`config.mk`:
```
export PLATFORM = sky130hd
export DESIGN_NAME = pacfg_top
export DESIGN_NICKNAME = d
export VERILOG_FILES = /design/src/rtl/pacfg_pkg.sv /design/src/rtl/pacfg_top.sv /design/src/rtl/pacfg_persistence_filters_filter.sv /design/src/rtl/pacfg_wait_timer.sv
export SDC_FILE = /design/constraint.sdc
export NUM_CORES = 1
export LEC_CHECK = 0
export ABC_CLOCK_PERIOD_IN_PS = 7100
export BUFFER_PORTS_ARGS = -buffer_cell sky130_fd_sc_hd__buf_2
export CAP_MARGIN = 20
export CORE_MARGIN = 3
export CORE_UTILIZATION = 60
export CTS_CLUSTER_DIAMETER = 150
export DETAILED_ROUTE_END_ITERATION = 8
export PLACE_DENSITY = 0.86
export SLEW_MARGIN = 20
export SYNTH_ARGS = -nofsm -noshare
export SYNTH_HDL_FRONTEND = slang
export SYNTH_HIERARCHICAL = 1
export SYNTH_SLANG_ARGS = --single-unit
```
`constraint.sdc`:
```
create_clock -name CLK -period 7.1 [get_ports CLK]
set_clock_uncertainty 0.1 [all_clocks]
set_input_delay 1.42 -clock CLK [delete_from_list [all_inputs] [get_ports CLK]]
set_output_delay 1.42 -clock CLK [all_outputs]
set_load 0.005 [all_outputs]
```
`src/rtl/pacfg_pkg.sv`:
```
package pacfg_pkg;

    // ================================================================
    // Register offsets
    localparam logic [7:0] ADDR_WAIT      = 8'h83;
    localparam logic [7:0] ADDR_PROX_LOW  = 8'h88;
    localparam logic [7:0] ADDR_PROX_HIGH = 8'h8a;
    localparam logic [7:0] ADDR_PERSISTENCE_FILTERS      = 8'h8c;
    localparam logic [7:0] ADDR_GCFG      = 8'h8d;
    localparam logic [7:0] ADDR_PULSE     = 8'h8e;

    // ================================================================
    // Reset values
    localparam logic [7:0] RST_WAIT      = 8'h00;
    localparam logic [7:0] RST_PROX_LOW  = 8'h00;
    localparam logic [7:0] RST_PROX_HIGH = 8'h00;
    localparam logic [7:0] RST_PERSISTENCE_FILTERS      = 8'h00;
    localparam logic [7:0] RST_GCFG      = 8'h80;
    localparam logic [7:0] RST_PULSE     = 8'h4f;
    localparam logic [7:0] RDATA_NONE    = 8'h00;

    // ================================================================
    // Field layouts
    typedef struct packed {
        logic [3:0] prox_persistence;
        logic [3:0] light_persistence;
    } pacfg_persistence_filters_t;

    typedef struct packed {
        logic [4:0] rsv_hi;
        logic       long_wait;
        logic [1:0] rsv_lo;
    } pacfg_gcfg_t;

    typedef struct packed {
        logic [1:0] emitter_pulse_length;
        logic [5:0] emitter_pulse_count;
    } pacfg_pulse_t;

    // ================================================================
    // Persistence code map
    localparam logic [3:0] PERSISTENCE_FILTERS_DIRECT_MAX = 4'h3;
    localparam logic [5:0] LIGHT_STEP      = 6'h05;
    localparam logic [5:0] LIGHT_STEP_BASE = 6'h03;

    // ================================================================
    // Timing
    localparam int  CLK_MHZ            = 40;
    localparam real WAIT_TICK_MS       = 2.8;
    localparam int  WAIT_TICK_CYCLES   = int'(WAIT_TICK_MS * 1000.0 * CLK_MHZ);
    localparam logic [11:0] LONG_WAIT_FACTOR = 12'h00c;
    localparam int  PULSE_BASE_US      = 4;
    localparam logic [10:0] PULSE_BASE_CYCLES = 11'(PULSE_BASE_US * CLK_MHZ);

    // Emitter sequencer states
    typedef enum logic [1:0] {
        PACFG_IDLE = 2'b00,
        PACFG_HIGH = 2'b01,
        PACFG_GAP  = 2'b10
    } pacfg_pstate_t;

endpackage : pacfg_pkg

```
`src/rtl/pacfg_top.sv`:
```
// What this block does
// RQ1 - A proximity result above the high threshold raises the proximity flag once persistence is met.
// RQ2 - The interrupt pin asserts whenever a flag is set and its enable is high.
// RQ3 - Proximity persistence code 0 fires on every valid result, 1 on the first excursion of a run, 2-15 on that many in a row.
// RQ4 - Light persistence codes map to 0, 1, 2, 3 and then 5, 10 ... 60 consecutive excursions.
// RQ5 - Consecutive proximity excursions are counted and fire when the count equals the setting.
// RQ6 - A proximity result inside the window clears its run counter.
// RQ7 - Consecutive clear-channel excursions are counted and fire when the count equals the setting.
// RQ8 - A clear-channel result inside the window clears its run counter.
// RQ9 - The wait timer is a down counter lasting (setting plus one) ticks of 2.8 ms.
// RQ10 - The long-wait bit stretches the programmed wait twelvefold.
// RQ11 - Each train emits at most count plus one pulses, each 4, 8, 16 or 32 us wide.
// RQ12 - Software writes the reserved configuration bits with their default patterns.
// RQ13 - A proximity result below the low threshold raises the flag once persistence is met.
// RQ14 - Reserved configuration bits are stored but steer nothing.
`timescale 1ns/1ps
module pacfg_top #(
    parameter int TICK_CYCLES = pacfg_pkg::WAIT_TICK_CYCLES,
    parameter int LIGHT_DW    = 16
) (
    input  wire logic                CLK,
    input  wire logic                RST,
    input  wire logic [7:0]          REG_ADDR,
    input  wire logic [7:0]          REG_WDATA,
    input  wire logic                REG_WR,
    input  wire logic                REG_RD,
    output logic      [7:0]          REG_RDATA,
    input  wire logic                PROX_VALID,
    input  wire logic [7:0]          PROX_DATA,
    input  wire logic                LIGHT_VALID,
    input  wire logic [LIGHT_DW-1:0] LIGHT_DATA,
    input  wire logic [LIGHT_DW-1:0] LIGHT_LOW_THR,
    input  wire logic [LIGHT_DW-1:0] LIGHT_HIGH_THR,
    input  wire logic                PROX_INT_ENABLE,
    input  wire logic                LIGHT_INT_ENABLE,
    input  wire logic                PROX_INT_CLR,
    input  wire logic                LIGHT_INT_CLR,
    output logic                     PROX_INT_FLAG,
    output logic                     LIGHT_INT_FLAG,
    output logic                     INT_N,
    input  wire logic                WAIT_START,
    output logic                     WAIT_BUSY,
    output logic                     WAIT_DONE,
    input  wire logic                PULSE_START,
    input  wire logic                PULSE_ABORT,
    output logic                     EMIT_PULSE,
    output logic                     PULSE_BUSY
);

    // ================================================================
    // Configuration registers
    logic [7:0]             wait_setting_r;
    logic [7:0]             prox_low_threshold_r;
    logic [7:0]             prox_high_threshold_r;
    pacfg_pkg::pacfg_persistence_filters_t persistence_filters_r;
    pacfg_pkg::pacfg_gcfg_t general_config_r;
    pacfg_pkg::pacfg_pulse_t prox_pulse_config_r;

    // Register writes, unmapped offsets ignored
    always_ff @(posedge CLK) begin
        if (RST) begin
            wait_setting_r        <= pacfg_pkg::RST_WAIT;
            prox_low_threshold_r  <= pacfg_pkg::RST_PROX_LOW;
            prox_high_threshold_r <= pacfg_pkg::RST_PROX_HIGH;
            persistence_filters_r <= pacfg_pkg::RST_PERSISTENCE_FILTERS;
            general_config_r      <= pacfg_pkg::RST_GCFG;
            prox_pulse_config_r   <= pacfg_pkg::RST_PULSE;
        end else if (REG_WR) begin
            if (REG_ADDR == pacfg_pkg::ADDR_WAIT) begin
                wait_setting_r <= REG_WDATA;
            end else if (REG_ADDR == pacfg_pkg::ADDR_PROX_LOW) begin
                prox_low_threshold_r <= REG_WDATA;
            end else if (REG_ADDR == pacfg_pkg::ADDR_PROX_HIGH) begin
                prox_high_threshold_r <= REG_WDATA;
            end else if (REG_ADDR == pacfg_pkg::ADDR_PERSISTENCE_FILTERS) begin
                persistence_filters_r <= REG_WDATA;
            end else if (REG_ADDR == pacfg_pkg::ADDR_GCFG) begin
                general_config_r <= REG_WDATA; // RQ12 RQ14
            end else if (REG_ADDR == pacfg_pkg::ADDR_PULSE) begin
                prox_pulse_config_r <= REG_WDATA;
            end
        end
    end

    // Read data, captured on the read strobe
    logic [7:0] rd_mux;

    always_comb begin
        if (REG_ADDR == pacfg_pkg::ADDR_WAIT) begin
            rd_mux = wait_setting_r;
        end else if (REG_ADDR == pacfg_pkg::ADDR_PROX_LOW) begin
            rd_mux = prox_low_threshold_r;
        end else if (REG_ADDR == pacfg_pkg::ADDR_PROX_HIGH) begin
            rd_mux = prox_high_threshold_r;
        end else if (REG_ADDR == pacfg_pkg::ADDR_PERSISTENCE_FILTERS) begin
            rd_mux = persistence_filters_r;
        end else if (REG_ADDR == pacfg_pkg::ADDR_GCFG) begin
            rd_mux = general_config_r;
        end else if (REG_ADDR == pacfg_pkg::ADDR_PULSE) begin
            rd_mux = prox_pulse_config_r;
        end else begin
            rd_mux = pacfg_pkg::RDATA_NONE;
        end
    end

    always_ff @(posedge CLK) begin
        if (RST) begin
            REG_RDATA <= pacfg_pkg::RDATA_NONE;
        end else if (REG_RD) begin
            REG_RDATA <= rd_mux;
        end
    end

    // ================================================================
    // Persistence filters
    logic prox_hit;
    logic light_hit;

    pacfg_persistence_filters_filter #(
        .DW        (8),
        .LIGHT_MAP (1'b0)
    ) u_prox_filter (
        .clk          (CLK),
        .rst          (RST),
        .sample_valid (PROX_VALID),
        .sample       (PROX_DATA),
        .low_thr      (prox_low_threshold_r),
        .high_thr     (prox_high_threshold_r),
        .persistence_filters_code    (persistence_filters_r.prox_persistence),
        .hit          (prox_hit)
    );

    pacfg_persistence_filters_filter #(
        .DW        (LIGHT_DW),
        .LIGHT_MAP (1'b1)
    ) u_light_filter (
        .clk          (CLK),
        .rst          (RST),
        .sample_valid (LIGHT_VALID),
        .sample       (LIGHT_DATA),
        .low_thr      (LIGHT_LOW_THR),
        .high_thr     (LIGHT_HIGH_THR),
        .persistence_filters_code    (persistence_filters_r.light_persistence),
        .hit          (light_hit)
    );

    // ================================================================
    // Sticky flags, set wins over clear, and interrupt pin
    logic prox_flag_nxt;
    logic light_flag_nxt;

    assign prox_flag_nxt  = prox_hit || (PROX_INT_FLAG && !PROX_INT_CLR); // RQ1 RQ13
    assign light_flag_nxt = light_hit || (LIGHT_INT_FLAG && !LIGHT_INT_CLR);

    always_ff @(posedge CLK) begin
        if (RST) begin
            PROX_INT_FLAG  <= 1'b0;
            LIGHT_INT_FLAG <= 1'b0;
            INT_N          <= 1'b1;
        end else begin
            PROX_INT_FLAG  <= prox_flag_nxt;
            LIGHT_INT_FLAG <= light_flag_nxt;
            INT_N          <= !((prox_flag_nxt && PROX_INT_ENABLE) ||
                                (light_flag_nxt && LIGHT_INT_ENABLE)); // RQ2
        end
    end

    // ================================================================
    // Wait timer
    pacfg_wait_timer #(
        .TICK_CYCLES (TICK_CYCLES)
    ) u_wait_timer (
        .clk          (CLK),
        .rst          (RST),
        .start        (WAIT_START),
        .wait_setting (wait_setting_r),
        .long_wait    (general_config_r.long_wait),
        .busy         (WAIT_BUSY),
        .done         (WAIT_DONE)
    );

    // ================================================================
    // Emitter pulse train
    pacfg_pkg::pacfg_pstate_t pstate_r;
    pacfg_pkg::pacfg_pulse_t  pulse_cfg_q;
    logic [10:0]              width_q;
    logic [10:0]              phase_r;
    logic [6:0]               pulse_num_r;
    logic [6:0]               pulse_max;
    logic                     train_start;

    assign pulse_max   = {1'b0, pulse_cfg_q.emitter_pulse_count} + 7'h01; // RQ11
    assign train_start = PULSE_START && (pstate_r == pacfg_pkg::PACFG_IDLE);
    assign PULSE_BUSY  = (pstate_r != pacfg_pkg::PACFG_IDLE);

    // Latch train settings at start
    always_ff @(posedge CLK) begin
        if (RST) begin
            pulse_cfg_q <= pacfg_pkg::RST_PULSE;
            width_q     <= pacfg_pkg::PULSE_BASE_CYCLES;
        end else if (train_start) begin
            pulse_cfg_q <= prox_pulse_config_r;
            width_q     <= pacfg_pkg::PULSE_BASE_CYCLES <<
                           prox_pulse_config_r.emitter_pulse_length; // RQ11
        end
    end

    // High and gap phases of equal width
    always_ff @(posedge CLK) begin
        if (RST || PULSE_ABORT) begin
            pstate_r    <= pacfg_pkg::PACFG_IDLE;
            EMIT_PULSE  <= 1'b0;
            phase_r     <= 11'h001;
            pulse_num_r <= 7'h00;
        end else begin
            case (pstate_r)
                pacfg_pkg::PACFG_IDLE: begin
                    if (PULSE_START) begin
                        pstate_r    <= pacfg_pkg::PACFG_HIGH;
                        EMIT_PULSE  <= 1'b1;
                        phase_r     <= 11'h001;
                        pulse_num_r <= 7'h01;
                    end
                end
                pacfg_pkg::PACFG_HIGH: begin
                    if (phase_r == width_q) begin
                        EMIT_PULSE <= 1'b0;
                        phase_r    <= 11'h001;
                        if (pulse_num_r == pulse_max) begin
                            pstate_r <= pacfg_pkg::PACFG_IDLE; // RQ11
                        end else begin
                            pstate_r <= pacfg_pkg::PACFG_GAP;
                        end
                    end else begin
                        phase_r <= phase_r + 11'h001;
                    end
                end
                pacfg_pkg::PACFG_GAP: begin
                    if (phase_r == width_q) begin
                        pstate_r    <= pacfg_pkg::PACFG_HIGH;
                        EMIT_PULSE  <= 1'b1;
                        phase_r     <= 11'h001;
                        pulse_num_r <= pulse_num_r + 7'h01;
                    end else begin
                        phase_r <= phase_r + 11'h001;
                    end
                end
                default: begin
                    pstate_r   <= pacfg_pkg::PACFG_IDLE;
                    EMIT_PULSE <= 1'b0;
                end
            endcase
        end
    end

    // Helper counters for pulse checks
    logic        emit_q;
    logic [6:0]  seen_r;
    logic [10:0] hi_len_r;

    always_ff @(posedge CLK) begin
        if (RST) begin
            emit_q   <= 1'b0;
            seen_r   <= 7'h00;
            hi_len_r <= 11'h000;
        end else begin
            emit_q   <= EMIT_PULSE;
            hi_len_r <= EMIT_PULSE ? hi_len_r + 11'h001 : 11'h000;
            if (train_start) begin
                seen_r <= 7'h00;
            end else if (EMIT_PULSE && !emit_q) begin
                seen_r <= seen_r + 7'h01;
            end
        end
    end
endmodule : pacfg_top

```
`src/rtl/pacfg_persistence_filters_filter.sv`:
```
`timescale 1ns/1ps
module pacfg_persistence_filters_filter #(
    parameter int DW        = 8,
    parameter bit LIGHT_MAP = 1'b0
) (
    input  wire logic          clk,
    input  wire logic          rst,
    input  wire logic          sample_valid,
    input  wire logic [DW-1:0] sample,
    input  wire logic [DW-1:0] low_thr,
    input  wire logic [DW-1:0] high_thr,
    input  wire logic [3:0]    persistence_filters_code,
    output logic               hit
);
    // ================================================================
    // Required run length and window test
    logic       out_of_range;
    logic [5:0] req;
    logic [5:0] cnt_r;
    logic [5:0] cnt_nxt;

    always_comb begin
        if (!LIGHT_MAP || persistence_filters_code <= pacfg_pkg::PERSISTENCE_FILTERS_DIRECT_MAX) begin
            req = {2'b00, persistence_filters_code};
        end else begin
            req = 6'(({2'b00, persistence_filters_code} - pacfg_pkg::LIGHT_STEP_BASE) * pacfg_pkg::LIGHT_STEP); // RQ4
        end
    end

    assign out_of_range = (sample < low_thr) || (sample > high_thr); // RQ1 RQ13

    // Run counter, cleared inside window
    always_comb begin
        if (!out_of_range) begin
            cnt_nxt = 6'h00; // RQ6 RQ8
        end else if (cnt_r == 6'h3f) begin
            cnt_nxt = cnt_r;
        end else begin
            cnt_nxt = cnt_r + 6'h01; // RQ5 RQ7
        end
    end

    always_ff @(posedge clk) begin
        if (rst) begin
            cnt_r <= 6'h00;
        end else if (sample_valid) begin
            cnt_r <= cnt_nxt;
        end
    end

    // Hit pulse one cycle after the sample
    always_ff @(posedge clk) begin
        if (rst) begin
            hit <= 1'b0;
        end else begin
            hit <= sample_valid && (persistence_filters_code == 4'h0 || (out_of_range && cnt_nxt == req)); // RQ3 RQ5
        end
    end
endmodule : pacfg_persistence_filters_filter

```
`src/rtl/pacfg_wait_timer.sv`:
```
`timescale 1ns/1ps
module pacfg_wait_timer #(
    parameter int TICK_CYCLES = pacfg_pkg::WAIT_TICK_CYCLES
) (
    input  wire logic       clk,
    input  wire logic       rst,
    input  wire logic       start,
    input  wire logic [7:0] wait_setting,
    input  wire logic       long_wait,
    output logic            busy,
    output logic            done
);
    localparam int PW = (TICK_CYCLES > 1) ? $clog2(TICK_CYCLES) : 1;
    localparam logic [PW-1:0] PRE_LAST = PW'(TICK_CYCLES - 1);

    // ================================================================
    // Load value and tick prescaler
    logic [11:0]   base;
    logic [11:0]   load_val;
    logic [11:0]   ticks_r;
    logic [PW-1:0] pre_r;
    logic          tick;

    assign base     = {4'h0, wait_setting} + 12'h001; // RQ9
    assign load_val = long_wait ? 12'(base * pacfg_pkg::LONG_WAIT_FACTOR) : base; // RQ10
    assign tick     = busy && (pre_r == PRE_LAST);

    always_ff @(posedge clk) begin
        if (rst || !busy || tick) begin
            pre_r <= '0;
        end else begin
            pre_r <= pre_r + PW'(1);
        end
    end

    // Down counter of ticks
    always_ff @(posedge clk) begin
        if (rst) begin
            ticks_r <= 12'h000;
            busy    <= 1'b0;
            done    <= 1'b0;
        end else begin
            done <= 1'b0;
            if (start && !busy) begin
                ticks_r <= load_val; // RQ9
                busy    <= 1'b1;
            end else if (tick) begin
                ticks_r <= ticks_r - 12'h001;
                if (ticks_r == 12'h001) begin
                    busy <= 1'b0;
                    done <= 1'b1;
                end
            end
        end
    end
endmodule : pacfg_wait_timer

```
==> impl_metrics.json <==
{
  "largest_reg_flops": 17,
  "drt-vias-per-instance": 6.063,
  "clock_sinks": 137,
  "fillers": 1158,
  "r2r_slack_ns": 3.76,
  "setup_violations": 0,
  "p_leak_uw": 0.004414,
  "num_vias": 8440,
  "switchingPower_uw": 467.9,
  "start_kind": "primary input",
  "synth_cell_types": 88,
  "syn_inst": 1118,
  "finalPower_uw": 2024,
  "min_path_type": "reg -> reg",
  "place_area_mm2": 0.009724,
  "ys_warn_count": 6,
  "synth-main-ff-cell": "dfxtp_1",
  "cts_buffers": 17,
  "core_region_area_mm2": 0.01475,
  "wl_um": 21730,
  "die_x_um": 129.5,
  "drt_iter0_drc": 588,
  "synth_edf_count": 0,
  "final_cell_mix": "dfxtp_1, nor2_1, buf_2",
  "slew_headroom_pct": 32.16,
  "peakVddDrop_uv": 193.2,
  "grt_util_all_layers_pct": 26.00,
  "switching_share_pct": 23.12,
  "area_growth_pct": 13.67,
  "async_flop_share_pct": 0,
  "r2r-start": "persistence_filters_r[0]$_SDFFE_PP0P_",
  "htreeDepth": 4,
  "period_minus_slack_ns": 3.536,
  "clock_power_share_pct": 50.5,
  "clk_pin_slew_worst_paths_ns": 0.06,
  "clock_latency_ns": 0.43,
  "ys_seq_area_share_pct": 29.97,
  "crit_fanout": 18,
  "postCtsResizedCells": 0,
  "grt_max_degree": 54,
  "crit_arrival_ns": 3.72,
  "cap_violations": 0,
  "setup.worst_path.start": "REG_ADDR[5]",
  "p_int_uw": 1556,
  "critPathKind": "in -> reg",
  "place_ws_ns": 3.134,
  "grt_antenna_before_repair": 0,
  "ioPinCount": 100,
  "hp-start": "EMIT_PULSE$_SDFFE_PP0P_",
  "timing.final.ws_setup_ns": 3.564,
  "p_seq_share_pct": 39.5,
  "rsz0062_at_grt": "false",
  "combinationalPowerShare_pct": 10.0,
  "routedWlPerCell_um": 15.61,
  "timing.rr.end": "u_light_filter/hit$_SDFF_PP0_",
  "worstSetupEndpointType": "flip-flop",
  "tightest_slew_ns": 1.018,
  "dieArea_mm2": 0.01677,
  "final_hold_viol_count": 0,
  "ys_seq_elements": 137,
  "drc_errors": 0,
  "clock_path_buffers": 2,
  "overflow": 0,
  "final_cell_area_mm2": 0.01040,
  "slew_violations": 0,
  "layout_commonest_cell": "dfxtp_1",
  "syn_area_mm2": 0.009151,
  "cts_tree": "yes",
  "syn_area_per_cell_um2": 8.185,
  "antenna_cells": 0,
  "first_pass_iters": 6,
  "dp_hpwl_um": 15510,
  "cp.required_ns": 7.29,
  "fmax_ghz": 0.2828,
  "worst-r2r-cell-count": 12,
  "whs_path_depth": 2,
  "powerDensity_mw_per_mm2": 194.6,
  "start_util_pct": 62.03,
  "post_cts_buffers": 0,
  "min_to": "EMIT_PULSE$_SDFFE_PP0P_",
  "nets": 1356,
  "ctsHoldBuffers": 0,
  "regMostFlops": "u_wait_timer/pre_r",
  "synth_nets": 1278,
  "num_rows": 44,
  "timing.setup.tns_ns": 0,
  "fp.dieH_um": 129.5,
  "post-route-period-util_pct": 49.80,
  "postRouteAntennaNets": 0,
  "place.gp.congestion": 0.9013,
  "drive_gt1_share_pct": 14.16,
  "largest_registers": "u_wait_timer/pre_r x17, u_wait_timer/ticks_r x12, phase_r x11",
  "clockRootBuffer": "clkbuf_16",
  "status": "complete, no violations",
  "grt_pass1_wl_um": 35940,
  "grt_pass1_vias": 7841,
  "port_buffers": 99
}
## metal layers
layer  routed length [um]  vias up  track usage (%)
met2                10290      285            44.48
met1                 9418     3911            32.29
met5                    0        -                0
met4                  583        0            9.291
met3                 1443       62            5.771
li1                     -     4182                -
## per-stage QoR
step / cells / util (%) / hold WS [ns]
2_1_floorplan: 1118 / - / 0.3263
3_3_place_gp: 1361 / 65.91 / 0.3346
3_5_place_dp: 1361 / 65.91 / 0.3431
4_1_cts: 1392 / 70.51 / 0.3599
5_1_grt: 1392 / 70.51 / 0.3836
6_report: 1392 / 70.51 / 0.3509
## worst max path at each step
stage	end	depth (start not counted)
6_report	wait_setting_r[5]$_SDFFE_PP0P_	6
5_1_grt	wait_setting_r[3]$_SDFFE_PP0P_	6
4_1_cts	wait_setting_r[5]$_SDFFE_PP0P_	6
3_5_place_dp	wait_setting_r[5]$_SDFFE_PP0P_	6
3_3_place_gp	wait_setting_r[1]$_SDFFE_PP0P_	6
2_1_floorplan	REG_RDATA[4]$_SDFFE_PP0P_	5
## synth_stat cells, drive strengths merged, types with 8 or more instances
library cell / count / area share, %
a31oi: 18 / 1.2
nand3: 54 / 3.3
ha: 73 / 10
a211o: 11 / 1.1
and3: 24 / 1.8
a21oi: 80 / 4.4
mux2i: 42 / 4.6
xor2: 29 / 2.8
nand3b: 12 / 0.98
or3: 15 / 1.0
xnor2: 34 / 3.3
a211oi: 18 / 1.5
dfxtp: 137 / 30
nor2b: 18 / 1.2
nand2b: 12 / 0.82
o211ai: 8 / 0.66
clkbuf: 35 / 1.5
nor3: 19 / 1.1
o22ai: 8 / 0.55
o21ai: 32 / 1.8
and2: 15 / 1.0
a21o: 8 / 0.66
inv: 85 / 3.5
nor2: 109 / 4.7
nand2: 81 / 3.3
a22oi: 11 / 0.90
nand4: 20 / 1.4
## kinds of logic (layout without fill, tap and decap cells)
logic type / after synthesis / after routing / share of synthesized area [%]
muxes: 46 / 46 / 5.086
buffers and inverters: 126 / 216 / 5.264
AOI/OAI and AO/OA: 251 / 251 / 18.53
and+or+nand+nor: 419 / 419 / 24.60
DFF: 137 / 137 / 29.97
adders and majority gates: 76 / 76 / 10.53
xor gates and xnor gates: 63 / 63 / 6.030
## area by class of cell
class / instances / area, um^2 / area share (%)
clock buffer: 18 / 429.2 / 4.126
timing repair buffer: 100 / 505.5 / 4.859
clock inverter: 13 / 249.0 / 2.394
multi-input combinational: 855 / 5927 / 56.98
sequential: 137 / 2743 / 26.37
inverter: 85 / 319.1 / 3.067
tap: 184 / 230.2 / 2.213
## power groups by stage
stage / Combinational [uW] / Clock [uW] / Sequential, uW
final: 202 / 1020 / 799
after global routing: 227 / 1070 / 800
after CTS: 201 / 1030 / 798
after detailed placement: 199 / 0 / 814
after global placement: 192 / 0 / 814
after floorplan: 133 / 0 / 810
## critical path: stages
cell and delay, ns:
buf_2 0.10, or4b_2 0.74, nor3_2 0.83, nand2_1 0.37
nand2_1 0.16, a21oi_1 0.08
Note: power is estimated with default switching activity, not from simulation.
